### src/verilog/watchdog_pkg.sv
// constants, register map and carrier types shared by the watchdog design
package watchdog_pkg;

    // bus geometry
    localparam int          AXI_ADDR_W      = 18;
    localparam int          AXI_DATA_W      = 32;

    // register index of the service location, byte address is four times it
    localparam logic [15:0] SERVICE_INDEX   = 16'hffff;
    localparam logic [17:0] ADDR_SERVICE    = {SERVICE_INDEX, 2'b00};
    localparam logic [17:0] ADDR_CONTROL    = 18'h00000;
    localparam logic [17:0] ADDR_COUNT      = 18'h00004;
    localparam logic [17:0] ADDR_IRQ_STATUS = 18'h00008;
    localparam logic [17:0] ADDR_IRQ_MASK   = 18'h0000c;
    localparam logic [17:0] ADDR_CAUSE      = 18'h00010;

    // control register field positions
    localparam int          CTL_RATE_BIT    = 0;
    localparam int          CTL_DISABLE_BIT = 1;
    localparam int          CTL_PIN_EN_BIT  = 2;
    localparam int          CTL_BRK_DIS_BIT = 3;

    // count register field positions
    localparam int          CNT_WDOG_LSB    = 0;
    localparam int          CNT_PRESC_LSB   = 8;
    localparam int          CNT_ACTIVE_BIT  = 24;

    // cause register field position
    localparam int          CAUSE_WDOG_BIT  = 0;

    // counter geometry and taps
    localparam int          PRESCALER_W     = 12;
    localparam int          WDOG_W          = 6;
    localparam int          LONG_TAP_MSB    = 11;
    localparam int          SHORT_TAP_MSB   = 6;
    localparam int          SERVICE_CLR_LSB = 4;

    // cycle counts on the oscillator clock
    localparam int          RST_PULSE_CYCLES = 32;
    localparam int          POR_CYCLES       = 4096;

    // reset values
    localparam logic [3:0]  CTL_RESET       = 4'h0;
    localparam logic [1:0]  IRQ_MASK_RESET  = 2'h0;

    // bus responses
    localparam logic [1:0]  RESP_OKAY       = 2'h0;
    localparam logic [1:0]  RESP_SLVERR     = 2'h2;

    // configuration bits held in the control register
    typedef struct packed {
        logic break_watchdog_disable;
        logic reset_pin_enable;
        logic watchdog_disable_cfg;
        logic timeout_rate_select;
    } cfg_s;

    // events that feed the sticky interrupt status
    typedef struct packed {
        logic serviced;
        logic timeout;
    } evt_s;

endpackage

### src/verilog/runaway_code_watchdog.sv
// watchdog timer with prescaler, reset pulse and AXI4-Lite register slave
//
// The AXI4-Lite interface to the registers was decided locally.
`timescale 1ns/10ps
`default_nettype none

// Overview of operation
// 6-bit counter fed by 12-bit prescaler
// timeout after 2^18-16 or 2^13-16 cycles
// rate bit one selects short period
// any service write clears counter, prescaler 12-5
// service location reads reset vector low byte
// timeout drives reset pin 32 cycles, sets cause
// stop instruction clears the prescaler
// prescaler cleared 4096 cycles after power-up
// internal reset clears prescaler and counter
// disable configuration suppresses any timeout reset
// disable bit one disables, zero enables
// no processor interrupt, only a reset
// disabled in monitor mode with high voltage
// keeps counting during wait mode
// stop mode gates clock, clears prescaler
// break in monitor mode disables when bit set
// software services after reset and around stop
// software services from main program flow
// counter steps on selected tap carry, holds when full
module runaway_code_watchdog
    import watchdog_pkg::*;
(
    input  wire logic                  CLK_I,
    input  wire logic                  SRST_I,
    // AXI4-Lite slave
    input  wire logic [AXI_ADDR_W-1:0] S_AXI_AWADDR_I,
    input  wire logic                  S_AXI_AWVALID_I,
    output logic                       S_AXI_AWREADY_O,
    input  wire logic [AXI_DATA_W-1:0] S_AXI_WDATA_I,
    input  wire logic [3:0]            S_AXI_WSTRB_I,
    input  wire logic                  S_AXI_WVALID_I,
    output logic                       S_AXI_WREADY_O,
    output logic [1:0]                 S_AXI_BRESP_O,
    output logic                       S_AXI_BVALID_O,
    input  wire logic                  S_AXI_BREADY_I,
    input  wire logic [AXI_ADDR_W-1:0] S_AXI_ARADDR_I,
    input  wire logic                  S_AXI_ARVALID_I,
    output logic                       S_AXI_ARREADY_O,
    output logic [AXI_DATA_W-1:0]      S_AXI_RDATA_O,
    output logic [1:0]                 S_AXI_RRESP_O,
    output logic                       S_AXI_RVALID_O,
    input  wire logic                  S_AXI_RREADY_I,
    // system inputs
    input  wire logic                  STOP_I,
    input  wire logic                  INT_RST_I,
    input  wire logic                  MONITOR_I,
    input  wire logic                  TEST_HV_I,
    input  wire logic                  BREAK_I,
    input  wire logic [7:0]            RESET_VECTOR_LO_I,
    // reset outputs and bus interrupt
    output logic                       WDOG_RESET_O,
    output logic                       RST_N_O,
    output logic                       RST_OE_O,
    output logic                       IRQ_O
);

    // one-hot register select, bit order below
    localparam int SEL_CONTROL = 0;
    localparam int SEL_COUNT   = 1;
    localparam int SEL_STATUS  = 2;
    localparam int SEL_MASK    = 3;
    localparam int SEL_CAUSE   = 4;
    localparam int SEL_SERVICE = 5;

    typedef enum logic [1:0] {
        RD_IDLE = 2'b01,
        RD_RESP = 2'b10
    } rd_state_e;

    // shared address decode for the read and write paths
    function automatic logic [5:0] decode_sel(input logic [AXI_ADDR_W-1:0] addr);
        logic [5:0] sel;
        sel = 6'h00;
        sel[SEL_CONTROL] = (addr[AXI_ADDR_W-1:2] == ADDR_CONTROL[AXI_ADDR_W-1:2]);
        sel[SEL_COUNT]   = (addr[AXI_ADDR_W-1:2] == ADDR_COUNT[AXI_ADDR_W-1:2]);
        sel[SEL_STATUS]  = (addr[AXI_ADDR_W-1:2] == ADDR_IRQ_STATUS[AXI_ADDR_W-1:2]);
        sel[SEL_MASK]    = (addr[AXI_ADDR_W-1:2] == ADDR_IRQ_MASK[AXI_ADDR_W-1:2]);
        sel[SEL_CAUSE]   = (addr[AXI_ADDR_W-1:2] == ADDR_CAUSE[AXI_ADDR_W-1:2]);
        sel[SEL_SERVICE] = (addr[AXI_ADDR_W-1:2] == ADDR_SERVICE[AXI_ADDR_W-1:2]);
        return sel;
    endfunction

    // prescaler side of the last cycle of the period: tap bits above the low four all ones, low four bits zero
    function automatic logic at_tap_end(input logic [PRESCALER_W-1:0] presc,
                                        input logic                   short_rate);
        logic hit;
        hit = 1'b0;
        if (short_rate)
        begin
            hit = (&presc[SHORT_TAP_MSB:SERVICE_CLR_LSB])
                  && (presc[SERVICE_CLR_LSB-1:0] == '0);
        end
        else
        begin
            hit = (&presc[LONG_TAP_MSB:SERVICE_CLR_LSB])
                  && (presc[SERVICE_CLR_LSB-1:0] == '0);
        end
        return hit;
    endfunction

    // register state
    cfg_s                     cfg;
    evt_s                     irq_status;
    evt_s                     irq_mask;
    logic                     cause_wdog;

    // timer state
    logic [PRESCALER_W-1:0]   prescaler;
    logic [WDOG_W-1:0]        wdog_count;
    logic [PRESCALER_W-1:0]   por_count;
    logic                     por_done;
    logic                     por_clear;
    logic                     pulse_active;
    logic                     internal_clear;
    logic                     disabled;
    logic                     tap_carry;
    logic                     timeout;
    logic                     service;
    evt_s                     events;

    // write channel state
    logic                     aw_held;
    logic [AXI_ADDR_W-1:0]    aw_addr;
    logic                     w_held;
    logic [AXI_DATA_W-1:0]    w_data;
    logic [3:0]               w_strb;
    logic                     wr_fire;
    logic [5:0]               wr_sel;

    // read channel state
    rd_state_e                rd_state;
    logic                     rd_fire;
    logic [5:0]               rd_sel;
    logic                     clr_status;
    logic                     clr_cause;
    logic [AXI_DATA_W-1:0]    next_rdata;
    logic [1:0]               next_rresp;

    // ---- timer core ----

    // power-up settle count, clears the prescaler once at its end
    always_ff @(posedge CLK_I)
    begin
        if (SRST_I)
        begin
            por_count <= '0;
            por_done  <= 1'b0;
        end
        else if (!por_done)
        begin
            por_count <= por_count + 1'b1;
            por_done  <= (por_count == PRESCALER_W'(POR_CYCLES - 1));
        end
    end

    assign por_clear = !por_done && (por_count == PRESCALER_W'(POR_CYCLES - 1));

    // own timeout pulse or an outside internal reset clears the chain
    assign internal_clear = pulse_active || INT_RST_I;

    // disable sources: configuration, monitor high voltage, break in monitor
    assign disabled = cfg.watchdog_disable_cfg
                      || (MONITOR_I && TEST_HV_I)
                      || (MONITOR_I && BREAK_I && cfg.break_watchdog_disable);

    // carry out of the selected prescaler stage
    assign tap_carry = cfg.timeout_rate_select ? (&prescaler[SHORT_TAP_MSB:0])
                                               : (&prescaler[LONG_TAP_MSB:0]);

    // service write seen at the bus; a service in the last cycle wins
    assign service = wr_fire && wr_sel[SEL_SERVICE];

    // wait mode has no input here: nothing stops the count
    assign timeout = !disabled && !STOP_I && !service && !internal_clear
                     && (wdog_count == {WDOG_W{1'b1}})
                     && at_tap_end(prescaler, cfg.timeout_rate_select);

    // free-running prescaler shared with system integration
    always_ff @(posedge CLK_I)
    begin
        if (SRST_I || internal_clear || por_clear)
        begin
            prescaler <= '0;
        end
        else if (STOP_I)
        begin
            prescaler <= '0;
        end
        else if (service)
        begin
            prescaler <= {{(PRESCALER_W-SERVICE_CLR_LSB){1'b0}},
                          prescaler[SERVICE_CLR_LSB-1:0]};
        end
        else
        begin
            prescaler <= prescaler + 1'b1;
        end
    end

    // watchdog counter, frozen in stop since its clock is gated there
    always_ff @(posedge CLK_I)
    begin
        if (SRST_I || internal_clear || service || disabled)
        begin
            wdog_count <= '0;
        end
        else if (!STOP_I && tap_carry && (wdog_count != {WDOG_W{1'b1}}))
        begin
            wdog_count <= wdog_count + 1'b1;
        end
    end

    // timeout stretches into the reset pulse; counters stay clear meanwhile
    reset_pulse_gen #(
        .CYCLES   (RST_PULSE_CYCLES)
    ) u_pulse (
        .clk_i    (CLK_I),
        .srst_i   (SRST_I),
        .start_i  (timeout),
        .active_o (pulse_active)
    );

    // watchdog only ever resets; the pin is open drain, pulled low when enabled
    assign WDOG_RESET_O = pulse_active;
    assign RST_N_O      = 1'b0;
    assign RST_OE_O     = pulse_active && cfg.reset_pin_enable;

    // ---- events and interrupt ----

    assign events.timeout  = timeout;
    assign events.serviced = service;

    // sticky status, read clears, a new event in the same cycle wins
    always_ff @(posedge CLK_I)
    begin
        if (SRST_I)
        begin
            irq_status <= '0;
        end
        else if (clr_status)
        begin
            irq_status <= events;
        end
        else
        begin
            irq_status <= irq_status | events;
        end
    end

    // reset cause bit, read clears, timeout wins over the clear
    always_ff @(posedge CLK_I)
    begin
        if (SRST_I)
        begin
            cause_wdog <= 1'b0;
        end
        else if (timeout)
        begin
            cause_wdog <= 1'b1;
        end
        else if (clr_cause)
        begin
            cause_wdog <= 1'b0;
        end
    end

    // bus-side interrupt, not a processor request of the watchdog
    assign IRQ_O = |(irq_status & irq_mask);

    // ---- AXI4-Lite write path ----

    // address and data are taken independently, held until both are in
    assign S_AXI_AWREADY_O = !aw_held && !S_AXI_BVALID_O;
    assign S_AXI_WREADY_O  = !w_held && !S_AXI_BVALID_O;
    assign wr_fire         = aw_held && w_held && !S_AXI_BVALID_O;
    assign wr_sel          = decode_sel(aw_addr);

    always_ff @(posedge CLK_I)
    begin
        if (SRST_I)
        begin
            aw_held <= 1'b0;
            aw_addr <= '0;
        end
        else if (S_AXI_AWVALID_I && S_AXI_AWREADY_O)
        begin
            aw_held <= 1'b1;
            aw_addr <= S_AXI_AWADDR_I;
        end
        else if (wr_fire)
        begin
            aw_held <= 1'b0;
        end
    end

    always_ff @(posedge CLK_I)
    begin
        if (SRST_I)
        begin
            w_held <= 1'b0;
            w_data <= '0;
            w_strb <= 4'h0;
        end
        else if (S_AXI_WVALID_I && S_AXI_WREADY_O)
        begin
            w_held <= 1'b1;
            w_data <= S_AXI_WDATA_I;
            w_strb <= S_AXI_WSTRB_I;
        end
        else if (wr_fire)
        begin
            w_held <= 1'b0;
        end
    end

    // response one cycle after both halves are held
    always_ff @(posedge CLK_I)
    begin
        if (SRST_I)
        begin
            S_AXI_BVALID_O <= 1'b0;
            S_AXI_BRESP_O  <= RESP_OKAY;
        end
        else if (wr_fire)
        begin
            S_AXI_BVALID_O <= 1'b1;
            S_AXI_BRESP_O  <= (|wr_sel) ? RESP_OKAY : RESP_SLVERR;
        end
        else if (S_AXI_BREADY_I)
        begin
            S_AXI_BVALID_O <= 1'b0;
        end
    end

    // control and mask live in byte lane 0; read-only words ignore writes
    always_ff @(posedge CLK_I)
    begin
        if (SRST_I)
        begin
            cfg      <= cfg_s'(CTL_RESET);
            irq_mask <= evt_s'(IRQ_MASK_RESET);
        end
        else if (wr_fire && w_strb[0])
        begin
            if (wr_sel[SEL_CONTROL])
            begin
                cfg.timeout_rate_select    <= w_data[CTL_RATE_BIT];
                cfg.watchdog_disable_cfg   <= w_data[CTL_DISABLE_BIT];
                cfg.reset_pin_enable       <= w_data[CTL_PIN_EN_BIT];
                cfg.break_watchdog_disable <= w_data[CTL_BRK_DIS_BIT];
            end
            if (wr_sel[SEL_MASK])
            begin
                irq_mask <= w_data[1:0];
            end
        end
    end

    // ---- AXI4-Lite read path ----

    assign S_AXI_ARREADY_O = (rd_state == RD_IDLE);
    assign rd_fire         = S_AXI_ARVALID_I && S_AXI_ARREADY_O;
    assign rd_sel          = decode_sel(S_AXI_ARADDR_I);
    assign clr_status      = rd_fire && rd_sel[SEL_STATUS];
    assign clr_cause       = rd_fire && rd_sel[SEL_CAUSE];

    // read data mux; the service word never exposes watchdog state
    always_comb
    begin
        next_rdata = '0;
        next_rresp = RESP_OKAY;
        if (rd_sel[SEL_CONTROL])
        begin
            next_rdata[CTL_BRK_DIS_BIT:CTL_RATE_BIT] = cfg;
        end
        else if (rd_sel[SEL_COUNT])
        begin
            next_rdata[CNT_WDOG_LSB +: WDOG_W]       = wdog_count;
            next_rdata[CNT_PRESC_LSB +: PRESCALER_W] = prescaler;
            next_rdata[CNT_ACTIVE_BIT]               = pulse_active;
        end
        else if (rd_sel[SEL_STATUS])
        begin
            next_rdata[1:0] = irq_status;
        end
        else if (rd_sel[SEL_MASK])
        begin
            next_rdata[1:0] = irq_mask;
        end
        else if (rd_sel[SEL_CAUSE])
        begin
            next_rdata[CAUSE_WDOG_BIT] = cause_wdog;
        end
        else if (rd_sel[SEL_SERVICE])
        begin
            next_rdata[7:0] = RESET_VECTOR_LO_I;
        end
        else
        begin
            next_rresp = RESP_SLVERR;
        end
    end

    // single outstanding read, data registered at the address handshake
    always_ff @(posedge CLK_I)
    begin
        if (SRST_I)
        begin
            rd_state <= RD_IDLE;
        end
        else
        begin
            case (rd_state)
                RD_IDLE:
                begin
                    if (rd_fire)
                    begin
                        rd_state <= RD_RESP;
                    end
                end
                RD_RESP:
                begin
                    if (S_AXI_RREADY_I)
                    begin
                        rd_state <= RD_IDLE;
                    end
                end
                default:
                begin
                    rd_state <= RD_IDLE;
                end
            endcase
        end
    end

    always_ff @(posedge CLK_I)
    begin
        if (SRST_I)
        begin
            S_AXI_RDATA_O <= '0;
            S_AXI_RRESP_O <= RESP_OKAY;
        end
        else if (rd_fire)
        begin
            S_AXI_RDATA_O <= next_rdata;
            S_AXI_RRESP_O <= next_rresp;
        end
    end

    assign S_AXI_RVALID_O = (rd_state == RD_RESP);

endmodule // runaway_code_watchdog

`default_nettype wire

### src/verilog/reset_pulse_gen.sv
// fixed-length reset pulse stretcher for the watchdog timeout
`timescale 1ns/10ps
`default_nettype none

module reset_pulse_gen
    import watchdog_pkg::*;
#(
    parameter int CYCLES = RST_PULSE_CYCLES
)
(
    input  wire logic clk_i,
    input  wire logic srst_i,
    input  wire logic start_i,
    output logic      active_o
);

    localparam int CW = $clog2(CYCLES + 1);

    logic [CW-1:0] remaining;

    // load on start, count down to zero; a new start restarts the pulse
    always_ff @(posedge clk_i)
    begin
        if (srst_i)
        begin
            remaining <= '0;
        end
        else if (start_i)
        begin
            remaining <= CW'(CYCLES);
        end
        else if (remaining != '0)
        begin
            remaining <= remaining - 1'b1;
        end
    end

    // registered flag so the pulse is exactly CYCLES edges long
    always_ff @(posedge clk_i)
    begin
        if (srst_i)
        begin
            active_o <= 1'b0;
        end
        else if (start_i)
        begin
            active_o <= 1'b1;
        end
        else if (remaining == CW'(1))
        begin
            active_o <= 1'b0;
        end
    end

endmodule // reset_pulse_gen

`default_nettype wire

### config.mk
export PLATFORM = sky130hd
export DESIGN_NAME = runaway_code_watchdog
export DESIGN_NICKNAME = d
export VERILOG_FILES = /design/src/verilog/watchdog_pkg.sv /design/src/verilog/runaway_code_watchdog.sv /design/src/verilog/reset_pulse_gen.sv
export SDC_FILE = /design/constraint.sdc
export NUM_CORES = 1
export LEC_CHECK = 0
export BUFFER_PORTS_ARGS = -buffer_cell sky130_fd_sc_hd__buf_2
export CAP_MARGIN = 15
export CELL_PAD_IN_SITES_DETAIL_PLACEMENT = 2
export CELL_PAD_IN_SITES_GLOBAL_PLACEMENT = 2
export CORE_UTILIZATION = 30
export CTS_CLUSTER_DIAMETER = 40
export DETAILED_ROUTE_END_ITERATION = 7
export PLACE_DENSITY = 0.83
export SYNTH_ARGS = -nofsm -noshare
export SYNTH_HDL_FRONTEND = slang
export SYNTH_SLANG_ARGS = --single-unit
### constraint.sdc
create_clock -name CLK_I -period 2.05 [get_ports CLK_I]
set_input_delay 0.41 -clock CLK_I [delete_from_list [all_inputs] [get_ports CLK_I]]
set_output_delay 0.41 -clock CLK_I [all_outputs]
set_load 0.005 [all_outputs]
==> reports/results.ini <==
[run_status]
outcome=finished clean

[clock_tree]
cts.hold.buffers_added=0
cts_setup_buffers=0
htree_levels=3
cts_buffer_depth=2
cts_made_buffers=9
cts.sinks=96
cts_root_buffer=clkbuf_16
clock_latency_ps=350
cts_tree=yes
clk_pin_slew_worst_paths_ps=70
cts-resized-gates=0

[route]
ant_nets=0
wire_per_inst_um=17.3
num_vias=4012
drt_first_pass_iters=4
routed_wl_um=13400
drc_errors=0
via_per_inst=5.15
drtIter0Drc=123

[logic_synthesis]
yosys.area.top_type=dfxtp_1
yosysWarnings=0
synth-edff-count=0
synth.distinct_cells=62
synth.avg_cell_area_um2=8.87
netlist.area_leader.share_pct=43.2
synth-async-reset-ratio_pct=0
synth-seq-cells=96
syn_area_mm2=0.00445
yosysSeqAreaShare_pct=43.2
synth_flop_cell=dfxtp_1
synthTopCellsByArea=dfxtp_1 43%, nor2_1 5.3%, nand2_1 4.8%
synthCells=502

[setup_path]
worst-path-max-fanout=5
required_ps=2290
crit_family=simple AND/OR/NAND/NOR gates
crit_chain=buf_2 -> nor4_2 -> nand4_1 -> buf_4 -> nor3_1 -> a22oi_1 -> o41ai_1
cp_slowest_cell=o41ai_1
cp-start-kind=input pin
crit_path_end_kind=register
crit_arrival_ps=2140
crit_path_max_incr_delay_ps=340
worstPathBufferInverterCount=2
crit_type=input pin to register

[timing]
finalSetupViolations=0
worst_pin_slew_ps=627
hold_ws_ps=295
rsz0062_at_grt=false
final.setup.worst_slack_ps=149
fin_crit_sh_pct=92.7
relSlewSlack_pct=58.2
period_needed_ps=1900
timing.final.hold_violations=0
clock_skew_ps=11.3
fmax_mhz=526
slew_violations=0

[die]
ios=137
start_util_pct=30.7
rows=44
die_w_um=124
die_h_um=124
die_area_mm2=0.0153
core-area_mm2=0.0145

[layout]
postLayoutCoreUtil_pct=37.4
drive_gt1_share_pct=25.5
diodes=0
finalNonFillerCells=779
area_delta_synth_final_pct=21.7
finalNetCount=688

[grt]
grt_pass1_vias=4354
grt_max_degree=76
grt_pass1_wl_um=21600
grt.total_usage_pct=18.5
overflow=0
antenna_found_initial=0

[pwr]
combPwrFrac_pct=13.9
clkPwrFrac_pct=41.5
leakage_nw=2.19
ir_drop_v=0.000513
power_mw=4.62
p_sw_mw=1.23
p_seq_share_pct=44.6
p_sw_share_pct=26.7
power_density_mw_per_mm2=852
intPower_mw=3.38

[min_path]
hold_class=input pin to register

[placement]
place.gp.congestion=0.763
post-place-ws_ps=-212
dp.cells=763
hpwl_um=10200
port_buffers=87

[run]
drv_cap=0

[tightest hold or removal path: cells and delay by family]
family / cells / cell delay, ps
compound gates: 1 / 50
simple gates: 1 / 40
buf+inv: 1 / 90
[cell families after synthesis]
family / count (synthesis) / share of synthesized area [%]
XOR/XNOR: 27 / 5.31
buffers and inverters: 45 / 5.51
other: 1 / 0.0843
flip-flops: 96 / 43.2
multiplexers: 15 / 3.68
AO/OA/AOI/OAI: 82 / 12.9
AND/OR/NAND/NOR: 230 / 27.6
adder cells (fa/ha/maj): 6 / 1.69
[registers in the layout, indices dropped and copies added, names as in the netlist]
register and cells:
S_AXI_BRESP_O 1, S_AXI_BVALID_O 1, S_AXI_RDATA_O 21, S_AXI_RRESP_O 1, aw_addr 16, aw_held 1, cause_wdog 1, cfg 4
irq_mask 2, irq_status 2, por_count 12, por_done 1, prescaler 12, rd_state 2, u_pulse.active_o 1, u_pulse.remaining 6
w_data 4, w_held 1, w_strb 1, wdog_count 6
[cell usage in the layout, fill, tap and decap left out, drive strengths merged, types with 14 or more instances in the layout]
cell   count
nor3      16
buf      100
conb      14
nand3     19
a21oi     37
nor2      73
xnor2     15
nand2     57
a22oi     15
dfxtp     96
[metrics by stage]
step	instance area [um^2]	TNS [ps]
2_1_floorplan	4500	0
3_3_place_gp	5080	0
3_5_place_dp	5080	-1480
4_1_cts	5420	0
5_1_grt	5420	0
6_report	5420	0
[path summary, 6_finish.rpt]
check	start	endpoint	slack, ps	depth (start not counted)
worst min register to register	S_AXI_RDATA_O[6]$_SDFFE_PP0P_	S_AXI_RDATA_O[6]$_SDFFE_PP0P_	460	2
worst max register to register	aw_addr[4]$_SDFFE_PP0P_	wdog_count[2]$_SDFFE_PP0P_	200	5
worst max-delay path	S_AXI_ARADDR_I[14]	S_AXI_RDATA_O[3]$_SDFFE_PP0P_	150	7
worst min-delay path	S_AXI_AWADDR_I[7]	aw_addr[7]$_SDFFE_PP0P_	300	3
[per-layer routing]
metal / part of all wire [%] / GRT usage [%] / up-vias
met4: 2.0 / 6.48 / 0
met1: 42 / 20.3 / 2005
met5: 0 / 0 / -
met3: 3.6 / 4.03 / 18
met2: 53 / 34.7 / 76
li1: - / - / 1913
[power groups by stage]
stage	sequential [mW]	combinational, mW	clock, mW
detailed placement	2.10	0.645	0
floorplan	2.07	0.462	0
finish	2.06	0.643	1.91
global placement	2.09	0.593	0
global route	2.07	0.724	2.06
CTS	2.06	0.655	1.98
[layout make-up]
cell class                      instances  area (um^2)
Fill cell                            1620         9060
Multi-Input combinational cell        374         2330
Sequential cell                        96         1920
Timing Repair Buffer                  100          558
Clock buffer                           12          267
Tap cell                              184          230
Clock inverter                          4         73.8
Inverter                                9         33.8
[Yosys cell counts (3+ instances only)]
| cell | number |
|---|---|
| and3_1 | 6 |
| mux2i_1 | 13 |
| nor3_1 | 14 |
| and4_1 | 4 |
| nand2_1 | 57 |
| nand2b_1 | 4 |
| nor4_1 | 4 |
| nor2_1 | 63 |
| and2_1 | 5 |
| a22oi_2 | 10 |
| inv_1 | 9 |
| nor4_2 | 3 |
| o41ai_1 | 3 |
| buf_4 | 15 |
| nor4_4 | 3 |
| xor2_1 | 12 |
| nand3_1 | 18 |
| ha_1 | 6 |
| nor2_2 | 10 |
| a22oi_1 | 5 |
| dfxtp_1 | 96 |
| xnor2_1 | 15 |
| o21ai_0 | 5 |
| clkbuf_1 | 14 |
| a21oi_1 | 37 |
| nand3b_1 | 3 |
| a31oi_1 | 3 |
| nor2b_1 | 6 |
| nand4_1 | 11 |
| buf_2 | 5 |
(Power assumes the default switching activity.)
